**config.mk**
```make
export PLATFORM = sky130hd
export DESIGN_NAME = csc_stage_ctrl
export DESIGN_NICKNAME = d
export VERILOG_FILES = /design/src/verilog/csc_pkg.sv /design/src/verilog/csc_stage_ctrl.sv
export SDC_FILE = /design/constraint.sdc
export NUM_CORES = 2
export LEC_CHECK = 0
export BUFFER_PORTS_ARGS = -buffer_cell sky130_fd_sc_hd__clkbuf_2
export CORE_MARGIN = 3
export CORE_UTILIZATION = 30
export DETAILED_ROUTE_END_ITERATION = 7
export GPL_ROUTABILITY_DRIVEN = 1
export GPL_TIMING_DRIVEN = 0
export PLACE_DENSITY = 0.43
export SLEW_MARGIN = 20
export SYNTH_ARGS = -nofsm -noshare
export SYNTH_HDL_FRONTEND = slang
export SYNTH_SLANG_ARGS = --single-unit
```
**constraint.sdc**
```tcl
create_clock -name hclk -period 204.5 [get_ports hclk]
set_clock_uncertainty 0.1 [all_clocks]
set_input_delay 30.675 -clock hclk [delete_from_list [all_inputs] [get_ports hclk]]
set_output_delay 30.675 -clock hclk [all_outputs]
set_load 0.01 [all_outputs]
```
**src/verilog/csc_pkg.sv**
```systemverilog
// csc_pkg: constants, types and helpers of the climate stage control
// assumes a 20 MHz bus clock and a one-second tick from a system timer
package csc_pkg;
	localparam int CLK_HZ = 20000000;
	localparam int KICK_S = 4;
	localparam int KICK_CYC = KICK_S * CLK_HZ;
	localparam int GEST_MS = 500;
	localparam int GEST_CYC = GEST_MS * (CLK_HZ / 1000);
	localparam int ACK_MS = 1000;
	localparam int ACK_CYC = ACK_MS * (CLK_HZ / 1000);
	localparam int DAY_H = 24;
	localparam int DAY_TICKS = DAY_H * 3600;
	localparam int MIN_TICKS = 60;
	// register byte offsets
	localparam logic [7:0] A_SETP = 8'h00;
	localparam logic [7:0] A_FAN2 = 8'h04;
	localparam logic [7:0] A_STG3 = 8'h08;
	localparam logic [7:0] A_RAMP = 8'h0C;
	localparam logic [7:0] A_FAN1 = 8'h10;
	localparam logic [7:0] A_ALRM = 8'h14;
	localparam logic [7:0] A_SENS = 8'h18;
	localparam logic [7:0] A_STAT = 8'h1C;
	localparam logic [7:0] A_RECS = 8'h20;
	localparam logic [7:0] A_DISP = 8'h24;
	// field positions
	localparam int F2_CRV = 8;
	localparam int F2_RSP = 16;
	localparam int F2_BND = 24;
	localparam int S3_DIF = 8;
	localparam int RP_MIN = 8;
	localparam int F1_HMN = 8;
	localparam int F1_PER = 16;
	localparam int F1_DUT = 24;
	localparam int F1_CRV = 29;
	localparam int AL_MIN = 8;
	localparam int SN_HUM = 16;
	localparam int SN_OK = 24;
	// temperatures in hundredths, settings in native steps
	typedef logic signed [15:0] csc_tmp_t;
	localparam csc_tmp_t SP_LO = -16'sd19;
	localparam csc_tmp_t SP_HI = 16'sd82;
	localparam csc_tmp_t S3_LO = -16'sd10;
	localparam csc_tmp_t S3_HI = 16'sd20;
	localparam csc_tmp_t DF_LO = 16'sd1;
	localparam csc_tmp_t DF_HI = 16'sd6;
	localparam csc_tmp_t RD_HI = 16'sd50;
	localparam csc_tmp_t HM_LO = 16'sd30;
	localparam csc_tmp_t HM_HI = 16'sd80;
	localparam csc_tmp_t SD_LO = 16'sd12;
	localparam csc_tmp_t SD_HI = 16'sd100;
	localparam csc_tmp_t PR_LO = 16'sd1;
	localparam csc_tmp_t PR_HI = 16'sd10;
	localparam csc_tmp_t DU_HI = 16'sd20;
	localparam csc_tmp_t AL_LO = -16'sd36;
	localparam csc_tmp_t AL_HI = 16'sd0;
	localparam csc_tmp_t F2B_LO = 16'sd2;
	localparam csc_tmp_t HALF_S = 16'sd50;
	localparam csc_tmp_t T_LO = -16'sd1000;
	localparam csc_tmp_t T_HI = 16'sd4100;
	localparam csc_tmp_t R_HI = 16'sd4050;
	localparam int HALF = 50;
	localparam int ROFS = 5000;
	localparam int DU_SEC = MIN_TICKS / 20;
	localparam logic [6:0] HUM_BAND = 7'h0A;
	localparam logic [6:0] FULL7 = 7'h64;
	// reset values
	localparam csc_tmp_t RST_SP = 16'sd2500;
	localparam logic [6:0] RST_SPD = 7'h18;
	localparam logic [6:0] RST_HUM = 7'h50;
	// display marks and selector positions
	localparam logic [1:0] MK_NONE = 2'h0;
	localparam logic [1:0] MK_UND = 2'h1;
	localparam logic [1:0] MK_OVR = 2'h2;
	localparam logic [1:0] MK_ACK = 2'h3;
	localparam logic [3:0] POS_SP = 4'h1;
	localparam logic [3:0] POS_LOW = 4'hA;
	localparam logic [3:0] POS_HIGH = 4'hB;
	localparam logic [3:0] POS_ROOM = 4'hC;
	typedef enum logic [2:0] {
		G_IDLE = 3'b001,
		G_CCW = 3'b010,
		G_CW = 3'b100
	} csc_gest_t;
	function automatic csc_tmp_t csc_clamp(csc_tmp_t v, csc_tmp_t lo,
		csc_tmp_t hi);
		return (v < lo) ? lo : ((v > hi) ? hi : v);
	endfunction
	// nearest half degree
	function automatic csc_tmp_t csc_near(csc_tmp_t v);
		int t;
		t = int'(v) + ROFS + HALF / 2;
		return csc_tmp_t'((t / HALF) * HALF - ROFS);
	endfunction
	// next half degree upward
	function automatic csc_tmp_t csc_up(csc_tmp_t v);
		int t;
		t = int'(v) + ROFS + HALF - 1;
		return csc_tmp_t'((t / HALF) * HALF - ROFS);
	endfunction
endpackage

```
**src/verilog/csc_stage_ctrl.sv**
```systemverilog
// csc_stage_ctrl: settings, ramp, records, display and stage decisions
// assumes an AHB-Lite master, synchronous panel pulses and a 1 s tick
// Function
// - fan two at minimum speed at relative point
// - fan two full speed four seconds after start
// - stage three offset -5.0 to +10.0 half-steps
// - stage three on at set point plus offset
// - ramp subtracts daily reduction every day
// - daily reduction off or 0.01 to 0.50
// - manual set point ignored while ramping
// - reaching ramp floor turns reduction off
// - ramped set point shown by half-degree crossings
// - record low nearest half, under mark below -10
// - record high rounded up, over mark above 40.5
// - counter-clockwise then clockwise gesture at record clears, shows acknowledge
// - room display -10.0 to 41.0 with marks
// - humidity raises fan one minimum over band
// - humidity set point 30 to 80 percent
// - eight motor curves per fan
// - humidity minimum speed 12 to 100 even
// - fan one period 1 to 10 minutes
// - stage three hysteresis differential 0.5 to 3
// - ramp floor -9.5 to 41.0 half-steps
// - low alarm below set point plus offset
// - room-position gesture enters secondary mode
// - main set point -9.5 to 41.0 half-steps
// - fan one duty cycle below set point
//
// Implementation choices: the AHB-Lite register port and the register addresses.
`timescale 1ns/10ps
module csc_stage_ctrl #(
	parameter int KICK_N = csc_pkg::KICK_CYC,
	parameter int GEST_N = csc_pkg::GEST_CYC,
	parameter int ACK_N = csc_pkg::ACK_CYC,
	parameter int DAY_N = csc_pkg::DAY_TICKS
) (
	input logic hclk,
	input logic hresetn,
	input logic hsel,
	input logic [31:0] haddr,
	input logic [1:0] htrans,
	input logic hwrite,
	input logic [2:0] hsize,
	input logic [31:0] hwdata,
	input logic hready,
	output logic [31:0] hrdata,
	output logic hreadyout,
	output logic hresp,
	input logic tick_1s,
	input logic [3:0] sel_pos,
	input logic adj_cw,
	input logic adj_ccw,
	output logic [6:0] fan1_min_speed,
	output logic fan1_on,
	output logic [2:0] fan1_curve,
	output logic [6:0] fan2_speed,
	output logic [2:0] fan2_curve,
	output logic stage3_on,
	output logic alarm_contact,
	output logic alarm_led,
	output logic signed [15:0] disp_val,
	output logic [1:0] disp_mark,
	output logic sec_mode
);
	logic wr_r, hrdy_r;
	logic [7:0] wa_r;
	logic [31:0] hrdata_r, rd_mux;
	logic signed [15:0] sp_r, temp_r, low_r, high_r, sp_nxt;
	logic signed [7:0] s3off_r, rmin_r, alm_r;
	logic [6:0] f2min_r, f1min_r, hmin_r, humsp_r, hum_r;
	logic [4:0] f2rsp_r, f2band_r, duty_r;
	logic [5:0] red_r, red_nxt;
	logic [3:0] per_r, sel_prev_r;
	logic [2:0] f1crv_r, f2crv_r, s3dif_r;
	logic hum_ok_r, s3_r, alarm_r, sec_r, kick_r;
	logic [26:0] kick_cnt_r;
	logic [16:0] day_cnt_r;
	logic [9:0] dc_cnt_r;
	logic [24:0] g_cnt_r, ack_cnt_r;
	logic [6:0] f2spd_r, f1min_eff_r;
	logic f1on_r;
	logic signed [15:0] dval_r;
	logic [1:0] dmark_r;
	csc_pkg::csc_gest_t g_r, g_nxt;

	// address phase capture; zero-wait slave, always OKAY
	wire a_ok = hsel & hready & htrans[1];
	wire hit = (haddr[31:8] == 24'h0);
	always_ff @(posedge hclk or negedge hresetn) begin
		if (!hresetn) begin
			wr_r <= 1'b0;
			wa_r <= 8'h00;
			hrdata_r <= 32'h0;
			hrdy_r <= 1'b0;
		end else begin
			wr_r <= a_ok & hwrite & hit;
			wa_r <= haddr[7:0];
			hrdata_r <= (a_ok & ~hwrite & hit) ? rd_mux : 32'h0;
			hrdy_r <= 1'b1;
		end
	end

	// write strobes of the data phase
	wire w_sp = wr_r & (wa_r == csc_pkg::A_SETP);
	wire w_f2 = wr_r & (wa_r == csc_pkg::A_FAN2);
	wire w_s3 = wr_r & (wa_r == csc_pkg::A_STG3);
	wire w_rp = wr_r & (wa_r == csc_pkg::A_RAMP);
	wire w_f1 = wr_r & (wa_r == csc_pkg::A_FAN1);
	wire w_al = wr_r & (wa_r == csc_pkg::A_ALRM);
	wire w_sn = wr_r & (wa_r == csc_pkg::A_SENS);

	// clamped write values, in native steps
	wire signed [15:0] c_sp = csc_pkg::csc_clamp({{8{hwdata[7]}},
		hwdata[7:0]}, csc_pkg::SP_LO, csc_pkg::SP_HI);
	wire signed [15:0] c_s3 = csc_pkg::csc_clamp({{8{hwdata[7]}},
		hwdata[7:0]}, csc_pkg::S3_LO, csc_pkg::S3_HI);
	wire signed [15:0] c_df = csc_pkg::csc_clamp({13'h0,
		hwdata[csc_pkg::S3_DIF +: 3]}, csc_pkg::DF_LO,
		csc_pkg::DF_HI);
	wire signed [15:0] c_rd = csc_pkg::csc_clamp({10'h0, hwdata[5:0]},
		16'sd0, csc_pkg::RD_HI);
	wire signed [15:0] c_rm = csc_pkg::csc_clamp({{8{hwdata[15]}},
		hwdata[15:8]}, csc_pkg::SP_LO, csc_pkg::SP_HI);
	wire signed [15:0] c_hs = csc_pkg::csc_clamp({9'h0, hwdata[6:0]},
		csc_pkg::HM_LO, csc_pkg::HM_HI);
	wire signed [15:0] c_hm = csc_pkg::csc_clamp({9'h0,
		hwdata[csc_pkg::F1_HMN +: 7]}, csc_pkg::SD_LO,
		csc_pkg::SD_HI);
	wire signed [15:0] c_pr = csc_pkg::csc_clamp({12'h0,
		hwdata[csc_pkg::F1_PER +: 4]}, csc_pkg::PR_LO,
		csc_pkg::PR_HI);
	wire signed [15:0] c_du = csc_pkg::csc_clamp({11'h0,
		hwdata[csc_pkg::F1_DUT +: 5]}, 16'sd0, csc_pkg::DU_HI);
	wire signed [15:0] c_f2 = csc_pkg::csc_clamp({9'h0, hwdata[6:0]},
		csc_pkg::SD_LO, csc_pkg::SD_HI);
	wire signed [15:0] c_f1 = csc_pkg::csc_clamp({9'h0,
		hwdata[csc_pkg::AL_MIN +: 7]}, csc_pkg::SD_LO, csc_pkg::SD_HI);
	wire signed [15:0] c_al = csc_pkg::csc_clamp({{8{hwdata[7]}},
		hwdata[7:0]}, csc_pkg::AL_LO, csc_pkg::AL_HI);
	wire signed [15:0] c_rs = csc_pkg::csc_clamp({11'h0,
		hwdata[csc_pkg::F2_RSP +: 5]}, 16'sd0, csc_pkg::S3_HI);
	wire signed [15:0] c_bd = csc_pkg::csc_clamp({11'h0,
		hwdata[csc_pkg::F2_BND +: 5]}, csc_pkg::F2B_LO, csc_pkg::S3_HI);

	// settings held by software
	always_ff @(posedge hclk or negedge hresetn) begin
		if (!hresetn) begin
			f2min_r <= csc_pkg::RST_SPD;
			f2crv_r <= 3'h0;
			f2rsp_r <= 5'h00;
			f2band_r <= 5'h02;
			s3off_r <= 8'h00;
			s3dif_r <= 3'h1;
			rmin_r <= 8'hED;
			humsp_r <= csc_pkg::RST_HUM;
			hmin_r <= csc_pkg::RST_SPD;
			per_r <= 4'h1;
			duty_r <= 5'h14;
			f1crv_r <= 3'h0;
			alm_r <= 8'hDC;
			f1min_r <= csc_pkg::RST_SPD;
			temp_r <= csc_pkg::RST_SP;
			hum_r <= 7'h00;
			hum_ok_r <= 1'b0;
		end else begin
			if (w_f2) begin
				f2min_r <= c_f2[6:0] & 7'h7E;
				f2crv_r <= hwdata[csc_pkg::F2_CRV +: 3];
				f2rsp_r <= c_rs[4:0];
				f2band_r <= c_bd[4:0];
			end
			if (w_s3) begin
				s3off_r <= c_s3[7:0];
				s3dif_r <= c_df[2:0];
			end
			if (w_rp)
				rmin_r <= c_rm[7:0];
			if (w_f1) begin
				humsp_r <= c_hs[6:0];
				hmin_r <= c_hm[6:0] & 7'h7E;
				per_r <= c_pr[3:0];
				duty_r <= c_du[4:0];
				f1crv_r <= hwdata[csc_pkg::F1_CRV +: 3];
			end
			if (w_al) begin
				alm_r <= c_al[7:0];
				f1min_r <= c_f1[6:0] & 7'h7E;
			end
			if (w_sn) begin
				temp_r <= hwdata[15:0];
				hum_r <= hwdata[csc_pkg::SN_HUM +: 7];
				hum_ok_r <= hwdata[csc_pkg::SN_OK];
			end
		end
	end

	// daily ramp of the main set point
	wire ramp_en = (red_r != 6'h00);
	wire ramp_step = ramp_en & tick_1s &
		(day_cnt_r == 17'(DAY_N - 1));
	wire signed [15:0] rmin_h = rmin_r * csc_pkg::HALF_S;
	wire signed [15:0] ramp_sp = sp_r - $signed({10'h0, red_r});
	wire ramp_floor = ramp_step & (ramp_sp <= rmin_h);
	assign sp_nxt = (w_sp & ~ramp_en) ? c_sp * csc_pkg::HALF_S :
		ramp_floor ? rmin_h :
		ramp_step ? ramp_sp : sp_r;
	assign red_nxt = ramp_floor ? 6'h00 :
		w_rp ? c_rd[5:0] : red_r;
	always_ff @(posedge hclk or negedge hresetn) begin
		if (!hresetn) begin
			sp_r <= csc_pkg::RST_SP;
			red_r <= 6'h00;
			day_cnt_r <= 17'h0;
		end else begin
			sp_r <= sp_nxt;
			red_r <= red_nxt;
			if (!ramp_en || ramp_step)
				day_cnt_r <= 17'h0;
			else if (tick_1s)
				day_cnt_r <= day_cnt_r + 17'h1;
		end
	end

	// fan two speed with start-up kick
	wire signed [15:0] f2r_h = $signed({11'h0, f2rsp_r}) * csc_pkg::HALF_S;
	wire signed [15:0] f2b_h = $signed({11'h0, f2band_r}) * csc_pkg::HALF_S;
	wire signed [15:0] f2_d = temp_r - sp_r - f2r_h;
	wire [31:0] f2_num = 32'(csc_pkg::FULL7 - f2min_r) * 32'(f2_d);
	wire [6:0] f2_calc = (f2_d < 16'sd0) ? 7'h00 :
		(f2_d >= f2b_h) ? csc_pkg::FULL7 :
		7'(f2min_r + 7'(f2_num / 32'(f2b_h)));
	always_ff @(posedge hclk or negedge hresetn) begin
		if (!hresetn) begin
			kick_cnt_r <= 27'h0;
			kick_r <= 1'b1;
			f2spd_r <= 7'h00;
		end else begin
			if (kick_r)
				kick_cnt_r <= kick_cnt_r + 27'h1;
			kick_r <= kick_r & (kick_cnt_r < 27'(KICK_N - 1));
			f2spd_r <= kick_r ? csc_pkg::FULL7 : f2_calc;
		end
	end

	// fan one humidity boost and duty cycle
	wire signed [7:0] hd = $signed({1'b0, hum_r}) - $signed({1'b0, humsp_r});
	wire [15:0] f1_num = 16'(hmin_r - f1min_r) * 16'(hd[6:0]);
	wire [6:0] f1_calc = (!hum_ok_r || hd <= 8'sd0 || hmin_r <= f1min_r) ?
		f1min_r : (hd >= $signed({1'b0, csc_pkg::HUM_BAND})) ? hmin_r :
		7'(f1min_r + 7'(f1_num / 16'(csc_pkg::HUM_BAND)));
	wire [9:0] per_s = 10'(per_r * csc_pkg::MIN_TICKS);
	wire [9:0] on_s = 10'(duty_r * per_r * csc_pkg::DU_SEC);
	always_ff @(posedge hclk or negedge hresetn) begin
		if (!hresetn) begin
			dc_cnt_r <= 10'h0;
			f1on_r <= 1'b0;
			f1min_eff_r <= csc_pkg::RST_SPD;
		end else begin
			if (tick_1s)
				dc_cnt_r <= (dc_cnt_r >= per_s - 10'h1) ? 10'h0 :
					dc_cnt_r + 10'h1;
			f1on_r <= (temp_r >= sp_r) | (dc_cnt_r < on_s);
			f1min_eff_r <= f1_calc;
		end
	end

	// stage three hysteresis and low alarm
	wire signed [15:0] s3_thr = sp_r + s3off_r * csc_pkg::HALF_S;
	wire signed [15:0] s3_dh = $signed({13'h0, s3dif_r}) * csc_pkg::HALF_S;
	wire s3_heat = s3off_r[7];
	wire s3_nxt = s3_heat ?
		((temp_r <= s3_thr) | (s3_r & (temp_r < s3_thr + s3_dh))) :
		((temp_r >= s3_thr) | (s3_r & (temp_r > s3_thr - s3_dh)));
	wire signed [15:0] alm_thr = sp_r + alm_r * csc_pkg::HALF_S;
	wire alm_c = (temp_r < alm_thr);
	always_ff @(posedge hclk or negedge hresetn) begin
		if (!hresetn) begin
			s3_r <= 1'b0;
			alarm_r <= 1'b0;
		end else begin
			s3_r <= s3_nxt;
			alarm_r <= alm_c;
		end
	end

	// adjuster gesture recogniser
	wire g_to = (g_cnt_r == 25'h0);
	wire rev_a = (g_r == csc_pkg::G_CCW) & adj_cw & ~g_to;
	wire rev_b = (g_r == csc_pkg::G_CW) & adj_ccw & ~g_to;
	wire at_rec = (sel_pos == csc_pkg::POS_LOW) |
		(sel_pos == csc_pkg::POS_HIGH);
	wire at_room = (sel_pos == csc_pkg::POS_ROOM);
	wire clr_ev = rev_a & ~sec_r & at_rec;
	wire sec_ev = (rev_a | rev_b) & at_room & ~sec_r;
	always_comb begin
		g_nxt = g_r;
		case (g_r)
			csc_pkg::G_IDLE: begin
				if (adj_ccw)
					g_nxt = csc_pkg::G_CCW;
				else if (adj_cw)
					g_nxt = csc_pkg::G_CW;
			end
			csc_pkg::G_CCW: begin
				if (adj_cw || g_to)
					g_nxt = csc_pkg::G_IDLE;
			end
			csc_pkg::G_CW: begin
				if (adj_ccw || g_to)
					g_nxt = csc_pkg::G_IDLE;
			end
			default: g_nxt = csc_pkg::G_IDLE;
		endcase
	end
	always_ff @(posedge hclk or negedge hresetn) begin
		if (!hresetn) begin
			g_r <= csc_pkg::G_IDLE;
			g_cnt_r <= 25'h0;
			ack_cnt_r <= 25'h0;
			sec_r <= 1'b0;
			sel_prev_r <= 4'h0;
		end else begin
			g_r <= g_nxt;
			g_cnt_r <= (adj_cw | adj_ccw) ? 25'(GEST_N) :
				g_to ? 25'h0 : g_cnt_r - 25'h1;
			ack_cnt_r <= clr_ev ? 25'(ACK_N) :
				(ack_cnt_r == 25'h0) ? 25'h0 : ack_cnt_r - 25'h1;
			sec_r <= sec_ev | (sec_r & ~(at_room &
				(sel_prev_r != csc_pkg::POS_ROOM)));
			sel_prev_r <= sel_pos;
		end
	end

	// record low and high since last clear
	wire clr_lo = clr_ev & (sel_pos == csc_pkg::POS_LOW);
	wire clr_hi = clr_ev & (sel_pos == csc_pkg::POS_HIGH);
	always_ff @(posedge hclk or negedge hresetn) begin
		if (!hresetn) begin
			low_r <= 16'sh7FFF;
			high_r <= 16'sh8000;
		end else begin
			low_r <= (clr_lo || temp_r < low_r) ? temp_r : low_r;
			high_r <= (clr_hi || temp_r > high_r) ? temp_r : high_r;
		end
	end

	// display value and mark selection
	wire [3:0] psel = sec_r ? csc_pkg::POS_ROOM : sel_pos;
	wire room_u = (temp_r < csc_pkg::T_LO);
	wire room_o = (temp_r > csc_pkg::T_HI);
	wire signed [15:0] dv_nxt =
		(psel == csc_pkg::POS_SP) ? csc_pkg::csc_up(sp_r) :
		(psel == csc_pkg::POS_LOW) ? csc_pkg::csc_near(low_r) :
		(psel == csc_pkg::POS_HIGH) ? csc_pkg::csc_up(high_r) :
		csc_pkg::csc_near(temp_r);
	wire [1:0] dm_nxt = (ack_cnt_r != 25'h0) ? csc_pkg::MK_ACK :
		(psel == csc_pkg::POS_SP) ? csc_pkg::MK_NONE :
		(psel == csc_pkg::POS_LOW) ? ((low_r < csc_pkg::T_LO) ?
		csc_pkg::MK_UND : csc_pkg::MK_NONE) :
		(psel == csc_pkg::POS_HIGH) ? ((high_r > csc_pkg::R_HI) ?
		csc_pkg::MK_OVR : csc_pkg::MK_NONE) :
		room_u ? csc_pkg::MK_UND : room_o ? csc_pkg::MK_OVR :
		csc_pkg::MK_NONE;
	always_ff @(posedge hclk or negedge hresetn) begin
		if (!hresetn) begin
			dval_r <= 16'sh0000;
			dmark_r <= csc_pkg::MK_NONE;
		end else begin
			dval_r <= dv_nxt;
			dmark_r <= dm_nxt;
		end
	end

	// read data selection
	wire [7:0] ra = haddr[7:0];
	assign rd_mux = (ra == csc_pkg::A_SETP) ? {{16{sp_r[15]}}, sp_r} :
		(ra == csc_pkg::A_FAN2) ? {3'h0, f2band_r, 3'h0, f2rsp_r, 5'h0,
		f2crv_r, 1'h0, f2min_r} :
		(ra == csc_pkg::A_STG3) ? {21'h0, s3dif_r, s3off_r} :
		(ra == csc_pkg::A_RAMP) ? {16'h0, rmin_r, 2'h0, red_r} :
		(ra == csc_pkg::A_FAN1) ? {f1crv_r, duty_r, 4'h0, per_r, 1'h0,
		hmin_r, 1'h0, humsp_r} :
		(ra == csc_pkg::A_ALRM) ? {17'h0, f1min_r, alm_r} :
		(ra == csc_pkg::A_SENS) ? {7'h0, hum_ok_r, 1'h0, hum_r, temp_r} :
		(ra == csc_pkg::A_STAT) ? {16'h0, 1'h0, f2spd_r, 3'h0, kick_r,
		ramp_en, sec_r, alarm_r, s3_r} :
		(ra == csc_pkg::A_RECS) ? {high_r, low_r} :
		(ra == csc_pkg::A_DISP) ? {14'h0, dmark_r, dval_r} : 32'h0;

	// outputs straight from flip-flops, hresp tied low
	assign hrdata = hrdata_r;
	assign hreadyout = hrdy_r;
	assign hresp = 1'b0;
	assign fan1_min_speed = f1min_eff_r;
	assign fan1_on = f1on_r;
	assign fan1_curve = f1crv_r;
	assign fan2_speed = f2spd_r;
	assign fan2_curve = f2crv_r;
	assign stage3_on = s3_r;
	assign alarm_contact = alarm_r;
	assign alarm_led = alarm_r;
	assign disp_val = dval_r;
	assign disp_mark = dmark_r;
	assign sec_mode = sec_r;
endmodule

```
[Yosys cells after proc, flatten, opt, wreduce, memory -nomap -nowiden]
Index checks and enable logic that the tools add are counted.
Operators by class
  $add $sub $neg: 32
  reductions and logical operators: 20
  magnitude comparators: 43
  bitwise operators: 44
  mux-type cells: 68
  div/mod/pow operators: 6
  $mul: 16
  equal/unequal tests: 29
Operators with widths (count)
  32-bit 2-to-1 mux: 10
  32-bit by 7-bit divider with 32-bit output, second input constant: 4
  32-bit by 6-bit multiplier with 15-bit output, second input constant: 4
  16-bit 2-to-1 mux: 8
  25-bit 2-to-1 mux: 4
  7-bit 2-to-1 mux: 11
  16-bit by 14-bit adder with 17-bit output, second input constant: 4
  16-bit by 14-bit subtractor with 16-bit output, second input constant: 4
  8-bit by 5-bit == test with 1-bit output, second input constant: 7
  25-bit logical NOT: 2
  25-bit by 1-bit subtractor with 25-bit output, second input constant: 2
  16-bit < comparator: 3
  8-bit 2-to-1 mux: 6
  8-bit by 6-bit multiplier with 14-bit output, second input constant: 3
  18-bit by 2-bit subtractor with 19-bit output, second input constant: 2
  17-bit by 6-bit adder with 18-bit output, second input constant: 2
  17-bit by 7-bit adder with 18-bit output, second input constant: 2
  17-bit 2-to-1 mux: 2
  16-bit by 15-bit adder with 16-bit output: 2
  1-bit AND: 32
  32-bit by 32-bit divider with 32-bit output: 1
  8-bit by 4-bit == test with 1-bit output, second input constant: 4
  16-bit >= comparator: 2
  16-bit greater-than comparator: 2
  other kinds (81): 135
Storage, ports and cells
  output and inout port bits: 77
  flip-flop bits (word level): 345

[Longest topological paths before layout]
  depth in word-level cells: 12
  mapped depth: 504

[Worst setup path after synthesis]
OpenSTA, ideal clock, no wires.
  path type: register -> register
  from: register f2rsp_r[0]
  to: register f2spd_r[0] (netlist: fan2_speed[0])
  data arrival time: 89.918 ns
  path slack: 114.349 ns
  stages on the path, launching flop included: 481
  clock period less this slack: 90.151 ns
  data required time: 204.267 ns
  cell sequence: dfrtp_1 > ha_1 > ha_1 > ha_1 > inv_1 > fa_1 > inv_1 > fa_1 > inv_1 > ha_1 > a21oi_1 > o21bai_1 > a21oi_1 > o21bai_1 > a21oi_1 > o21bai_1 > a21oi_1 > o21bai_1 > [445 not listed] > o21ai_1 > ha_1 > a21o_1 > a21oi_1 > nor2b_1 > o21ai_0 > nand2b_1 > a21oi_1 > nor2b_1 > o21ai_0 > nand2b_1 > a21oi_1 > nor2b_1 > or4_1 > o21ba_1 > o21ai_0 > a2111oi_2 > a31oi_1
Between the ends
  cells in the longest elaborated chain, start to end: 8
RTL lines
  from (decl): RTL line csc_stage_ctrl.sv:71  | logic [4:0] f2rsp_r, f2band_r, duty_r;
  from (signal assigned): RTL line csc_stage_ctrl.sv:169  | f2rsp_r <= c_rs[4:0];
  5-bit by 5-bit multiplier with 10-bit output *: RTL line csc_stage_ctrl.sv:225  | wire signed [15:0] f2r_h = $signed({11'h0, f2rsp_r}) * csc_pkg::HALF_S;
  16-bit by 12-bit subtractor with 16-bit output *: RTL line csc_stage_ctrl.sv:227  | wire signed [15:0] f2_d = temp_r - sp_r - f2r_h;
  8-bit by 16-bit multiplier with 24-bit output: RTL line csc_stage_ctrl.sv:228  | wire [31:0] f2_num = 32'(csc_pkg::FULL7 - f2min_r) * 32'(f2_d);
  32-bit by 32-bit divider with 32-bit output: RTL line csc_stage_ctrl.sv:231  | 7'(f2min_r + 7'(f2_num / 32'(f2b_h)));
  7-bit adder: RTL line csc_stage_ctrl.sv:231
  7-bit 2-to-1 mux: RTL line csc_stage_ctrl.sv:230  | (f2_d >= f2b_h) ? csc_pkg::FULL7 :
  7-bit 2-to-1 mux *: RTL line csc_stage_ctrl.sv:229  | wire [6:0] f2_calc = (f2_d < 16'sd0) ? 7'h00 :
  7-bit 2-to-1 mux *: RTL line csc_stage_ctrl.sv:241  | f2spd_r <= kick_r ? csc_pkg::FULL7 : f2_calc;
  to (signal assigned): RTL line csc_stage_ctrl.sv:241
  to (decl): RTL line csc_stage_ctrl.sv:80  | logic [6:0] f2spd_r, f1min_eff_r;
Mark *: on every way between the ends. The rest lies on a longest branch, timed or not.
A chain may end at the register's enable or synchronous reset.

[Worst setup path after layout]
  from: register sp_r[2]
  to: register f2spd_r[0] (netlist: fan2_speed[0])
Between the ends
  cells in the longest elaborated chain, start to end: 8
RTL lines
  from (decl): RTL line csc_stage_ctrl.sv:68  | logic signed [15:0] sp_r, temp_r, low_r, high_r, sp_nxt;
  from (signal assigned): RTL line csc_stage_ctrl.sv:211  | sp_r <= csc_pkg::RST_SP;
  from (signal assigned): RTL line csc_stage_ctrl.sv:215  | sp_r <= sp_nxt;
  16-bit subtractor *: RTL line csc_stage_ctrl.sv:227
  16-bit by 12-bit subtractor with 16-bit output *: RTL line csc_stage_ctrl.sv:227
  8-bit by 16-bit multiplier with 24-bit output: RTL line csc_stage_ctrl.sv:228
  32-bit by 32-bit divider with 32-bit output: RTL line csc_stage_ctrl.sv:231
  7-bit adder: RTL line csc_stage_ctrl.sv:231
  7-bit 2-to-1 mux: RTL line csc_stage_ctrl.sv:230
  7-bit 2-to-1 mux *: RTL line csc_stage_ctrl.sv:229
  7-bit 2-to-1 mux *: RTL line csc_stage_ctrl.sv:241
Marked as above.

==> impl_results.html <==
<table>
<tr><th>Metric</th><th>Value</th></tr>
<tr><th colspan="2">Cells and area</th></tr>
<tr><td>Commonest non-fill, non-tap cell in the layout</td><td>ha_1</td></tr>
<tr><td>Multi-input combinational cell area</td><td>52500 µm²</td></tr>
<tr><td>Fillcell total</td><td>23039</td></tr>
<tr><td>Fraction of layout instances using a drive strength above 1</td><td>0.0709</td></tr>
<tr><td>Layout overhead on the synthesized area</td><td>9.55%</td></tr>
<tr><td>Register area</td><td>8680 µm²</td></tr>
<tr><td>Number of nets in the layout</td><td>9878</td></tr>
<tr><td>Commonest cells after routing, fill and taps aside</td><td>911 x ha_1, 815 x inv_1, 802 x nand2_1</td></tr>
<tr><th colspan="2">Drt</th></tr>
<tr><td>Antenna-violating nets left</td><td>0</td></tr>
<tr><td>Iter 0 DRT Violations</td><td>3983</td></tr>
<tr><td>Total via count in the routed design</td><td>61484</td></tr>
<tr><td>Wire length per cell</td><td>20.2 µm</td></tr>
<tr><td>Average via count per standard cell</td><td>5.32</td></tr>
<tr><td>Pre-antenna DRT Iters</td><td>6</td></tr>
<tr><td>Total length of routed wires</td><td>233 mm</td></tr>
<tr><td>Remaining DRCs</td><td>0</td></tr>
<tr><th colspan="2">Global routing</th></tr>
<tr><td>Global-route wire length before repair</td><td>357 mm</td></tr>
<tr><td>Combined global-route utilization of all metal layers</td><td>0.202</td></tr>
<tr><td>Final global-route overflow total</td><td>0</td></tr>
<tr><td>Antenna violations before repair</td><td>18</td></tr>
<tr><td>Number of global-route vias before repair</td><td>59236</td></tr>
<tr><td>Pin count of the biggest net entering global routing</td><td>79</td></tr>
<tr><th colspan="2">Placement</th></tr>
<tr><td>Dpl hpwl</td><td>194 mm</td></tr>
<tr><td>Global placement routability congestion</td><td>0.913</td></tr>
<tr><td>IO buf count</td><td>144</td></tr>
<tr><th colspan="2">Worst setup path</th></tr>
<tr><td>Worst Setup Start Kind</td><td>flop</td></tr>
<tr><td>Worst R2R Path Depth</td><td>473</td></tr>
<tr><td>Worst reg2reg startpoint</td><td>sp_r[2]</td></tr>
<tr><td>Cell seen most often among critical-path stages</td><td>o21a_1</td></tr>
<tr><td>Crit path max-delay cell type</td><td>o41ai_1</td></tr>
<tr><td>Reg-to-Reg End</td><td>fan2_speed[0]</td></tr>
<tr><td>R2R setup slack</td><td>95.26 ns</td></tr>
<tr><td>Critical path endpoint category</td><td>flop</td></tr>
<tr><td>Path type of the worst setup path</td><td>reg -&gt; reg</td></tr>
<tr><td>Maximum net fanout on the critical path</td><td>10</td></tr>
<tr><td>WP data arrival</td><td>109.61 ns</td></tr>
<tr><td>Biggest cell delay along the critical path</td><td>0.81 ns</td></tr>
<tr><td>Data required, critical path</td><td>204.87 ns</td></tr>
<tr><th colspan="2">Timing</th></tr>
<tr><td>Headroom to the max-slew limit</td><td>0.271</td></tr>
<tr><td>Max Transition Viols Final</td><td>0</td></tr>
<tr><td>Final period demand of the worst path</td><td>109.24 ns</td></tr>
<tr><td>Setup TNS</td><td>0 ns</td></tr>
<tr><td>Final hold vios</td><td>0</td></tr>
<tr><td>Final number of setup-violating endpoints</td><td>0</td></tr>
<tr><td>Highest clock rate</td><td>0.00915 GHz</td></tr>
<tr><td>Transition time at the pin with the least slew margin</td><td>1.09 ns</td></tr>
<tr><td>Fin crit share</td><td>0.534</td></tr>
<tr><td>Unrepaired setup endpoints after global routing</td><td>no</td></tr>
<tr><th colspan="2">Clock network</th></tr>
<tr><td>CTS Sinks</td><td>344</td></tr>
<tr><td>TritonCTS Buffers</td><td>45</td></tr>
<tr><td>Worst-case clock buffer depth</td><td>3</td></tr>
<tr><td>Root Buffer</td><td>clkbuf_16</td></tr>
<tr><td>Post-cts resize count</td><td>0</td></tr>
<tr><td>CTS tree</td><td>yes</td></tr>
<tr><td>CTS HTree Levels</td><td>2</td></tr>
<tr><td>Setup bufs post-CTS</td><td>0</td></tr>
<tr><td>Clk Latency, worst-skew pair</td><td>0.64 ns</td></tr>
<tr><td>Clock transition at the registers of the reported paths</td><td>0.06 ns</td></tr>
<tr><td>Post-CTS Hold Buffers</td><td>0</td></tr>
<tr><th colspan="2">Floorplanning</th></tr>
<tr><td>Die height</td><td>472 µm</td></tr>
<tr><td>Effective utilization at floorplan</td><td>0.303</td></tr>
<tr><td>Cell row count</td><td>170</td></tr>
<tr><td>Core region area</td><td>215000 µm²</td></tr>
<tr><td>Total die area</td><td>223000 µm²</td></tr>
<tr><td>Chip Width</td><td>472 µm</td></tr>
<tr><td>Number of ports placed on the die boundary</td><td>158</td></tr>
<tr><th colspan="2">Yosys</th></tr>
<tr><td>Fraction of the mapped netlist area in simple logic gates</td><td>0.207</td></tr>
<tr><td>Adder and majority gate portion of the synthesized area</td><td>0.246</td></tr>
<tr><td>Average instance area after synthesis</td><td>7.71 µm²</td></tr>
<tr><td>Fraction of the mapped netlist area in compound gates</td><td>0.230</td></tr>
<tr><td>Main synth FF type</td><td>dfrtp_1</td></tr>
<tr><td>Proportion of synthesized flip-flops having asynchronous set or reset</td><td>1.00</td></tr>
<tr><td>Post-synthesis share of cell area spent on xor and xnor gates</td><td>0.0940</td></tr>
<tr><td>Syn. warnings</td><td>0</td></tr>
<tr><td>Sequential cell area fraction in the yosys report</td><td>0.133</td></tr>
<tr><td>EDFF count, synth</td><td>0</td></tr>
<tr><td>Cell types occupying the most area after synthesis</td><td>ha_1 17%, dfrtp_1 11%, xnor2_1 6.7%</td></tr>
<tr><td>Combined area of all synthesized cells</td><td>65200 µm²</td></tr>
<tr><td>Post-synth top area cell</td><td>ha_1</td></tr>
<tr><td>Total of flip-flops plus latches after synthesis</td><td>344</td></tr>
<tr><td>Post-synthesis cell count</td><td>8454</td></tr>
<tr><td>Distinct cell type count of the synthesized netlist</td><td>144</td></tr>
<tr><td>Mux cell area share after synthesis</td><td>0.0264</td></tr>
<tr><td>Synth top area share</td><td>0.175</td></tr>
<tr><td>Combinational family with the most area after synthesis</td><td>adder cells</td></tr>
<tr><th colspan="2">Hold path</th></tr>
<tr><td>Hold path depth</td><td>1</td></tr>
<tr><td>Hold Path Sink</td><td>kick_cnt_r[5]</td></tr>
<tr><td>Worst min-delay path startpoint</td><td>kick_cnt_r[5]</td></tr>
<tr><td>Path type of the worst min-delay path</td><td>reg -&gt; reg</td></tr>
<tr><th colspan="2">Job</th></tr>
<tr><td>Maximum capacitance violations</td><td>0</td></tr>
<tr><th colspan="2">Run status</th></tr>
<tr><td>Outcome</td><td>completed</td></tr>
</table>
[sequential cells by signal, indices dropped and copies added (netlist names), 7 cells and up]
| name | cells |
|---|---|
| hrdata | 32 |
| low_r | 16 |
| fan1_min_speed | 7 |
| humsp_r | 7 |
| kick_cnt_r | 27 |
| alm_r | 8 |
| wa_r | 8 |
| sp_r | 16 |
| g_cnt_r | 25 |
| high_r | 16 |
| hum_r | 7 |
| fan2_speed | 7 |
| ack_cnt_r | 25 |
| dc_cnt_r | 10 |
| day_cnt_r | 17 |
| s3off_r | 8 |
| rmin_r | 8 |
| temp_r | 16 |
| disp_val | 15 |
[stage by stage]
| step | hold WS, ns | area, µm² | setup WS, ns | std cells | utilization |
|---|---|---|---|---|---|
| floorplan | 0.316 | 65200 | 114.35 | 8455 | - |
| global placement | 0.343 | 69500 | 96.96 | 11437 | 0.323 |
| detailed placement | 0.352 | 69900 | 96.20 | 11458 | 0.325 |
| CTS | 0.363 | 71400 | 95.69 | 11540 | 0.332 |
| global route | 0.385 | 71400 | 85.83 | 11544 | 0.332 |
| finish | 0.361 | 71400 | 95.26 | 11549 | 0.332 |
[area by class of cell]
class | instances | area share
Inverter | 829 | 0.0436
Clock inverter | 18 | 0.00279
Buffer | 237 | 0.0142
Sequential cell | 344 | 0.121
Tap cell | 2838 | 0.0497
Multi-Input combinational cell | 7045 | 0.734
Timing Repair Buffer | 166 | 0.0153
Antenna cell | 8 | 0.000280
Clock buffer | 64 | 0.0183
[worst max path at each step]
stage	slack, ns	endpoint	start	depth (start not counted)
2_1_floorplan	114.35	fan2_speed[0]	f2rsp_r[0]	480
5_1_grt	85.83	fan2_speed[0]	sp_r[2]	478
4_1_cts	95.69	fan2_speed[0]	sp_r[2]	475
3_3_place_gp	96.96	fan2_speed[0]	sp_r[2]	472
6_report	95.26	fan2_speed[0]	sp_r[2]	473
3_5_place_dp	96.20	fan2_speed[0]	sp_r[2]	474
[routing by layer]
layer / GRT usage / wire [µm]
met5: 0 / 0
met4: 0.0548 / 7260
met1: 0.284 / 112000
met3: 0.0188 / 8860
met2: 0.331 / 104000
[worst max-delay path, delay by kind of cell, from the launching register on]
kind / cells / cell delay, ns
compound gates: 254 / 53.83
xor+xnor: 1 / 0.79
fa+ha+maj: 38 / 12.71
buf+inv: 58 / 13.36
flops: 1 / 0.74
mux: 5 / 1.39
simple gates: 117 / 25.87
[cell families after synthesis]
kind of cell             count (synthesis)
XOR/XNOR                               698
buffers and inverters                 1066
adder cells (fa/ha/maj)               1155
flip-flops                             344
AO/OA/AOI/OAI                         2236
AND/OR/NAND/NOR                       2794
multiplexers                           159
other                                    2
[synthesized netlist by cell type, types with 106 or more instances]
cell type / instances
xor2_1: 194
xnor2_1: 502
o21ai_0: 443
nand2_1: 802
o31ai_1: 126
inv_1: 822
fa_1: 218
nand2b_1: 106
ha_1: 911
nand3_1: 168
clkbuf_1: 186
nor3_1: 284
dfrtp_1: 290
nor2_1: 748
a21o_1: 140
o21a_1: 210
a21oi_1: 531
Power is not shown: default switching activity piles up to over one toggle a cycle in this logic, so the estimate is an artifact.
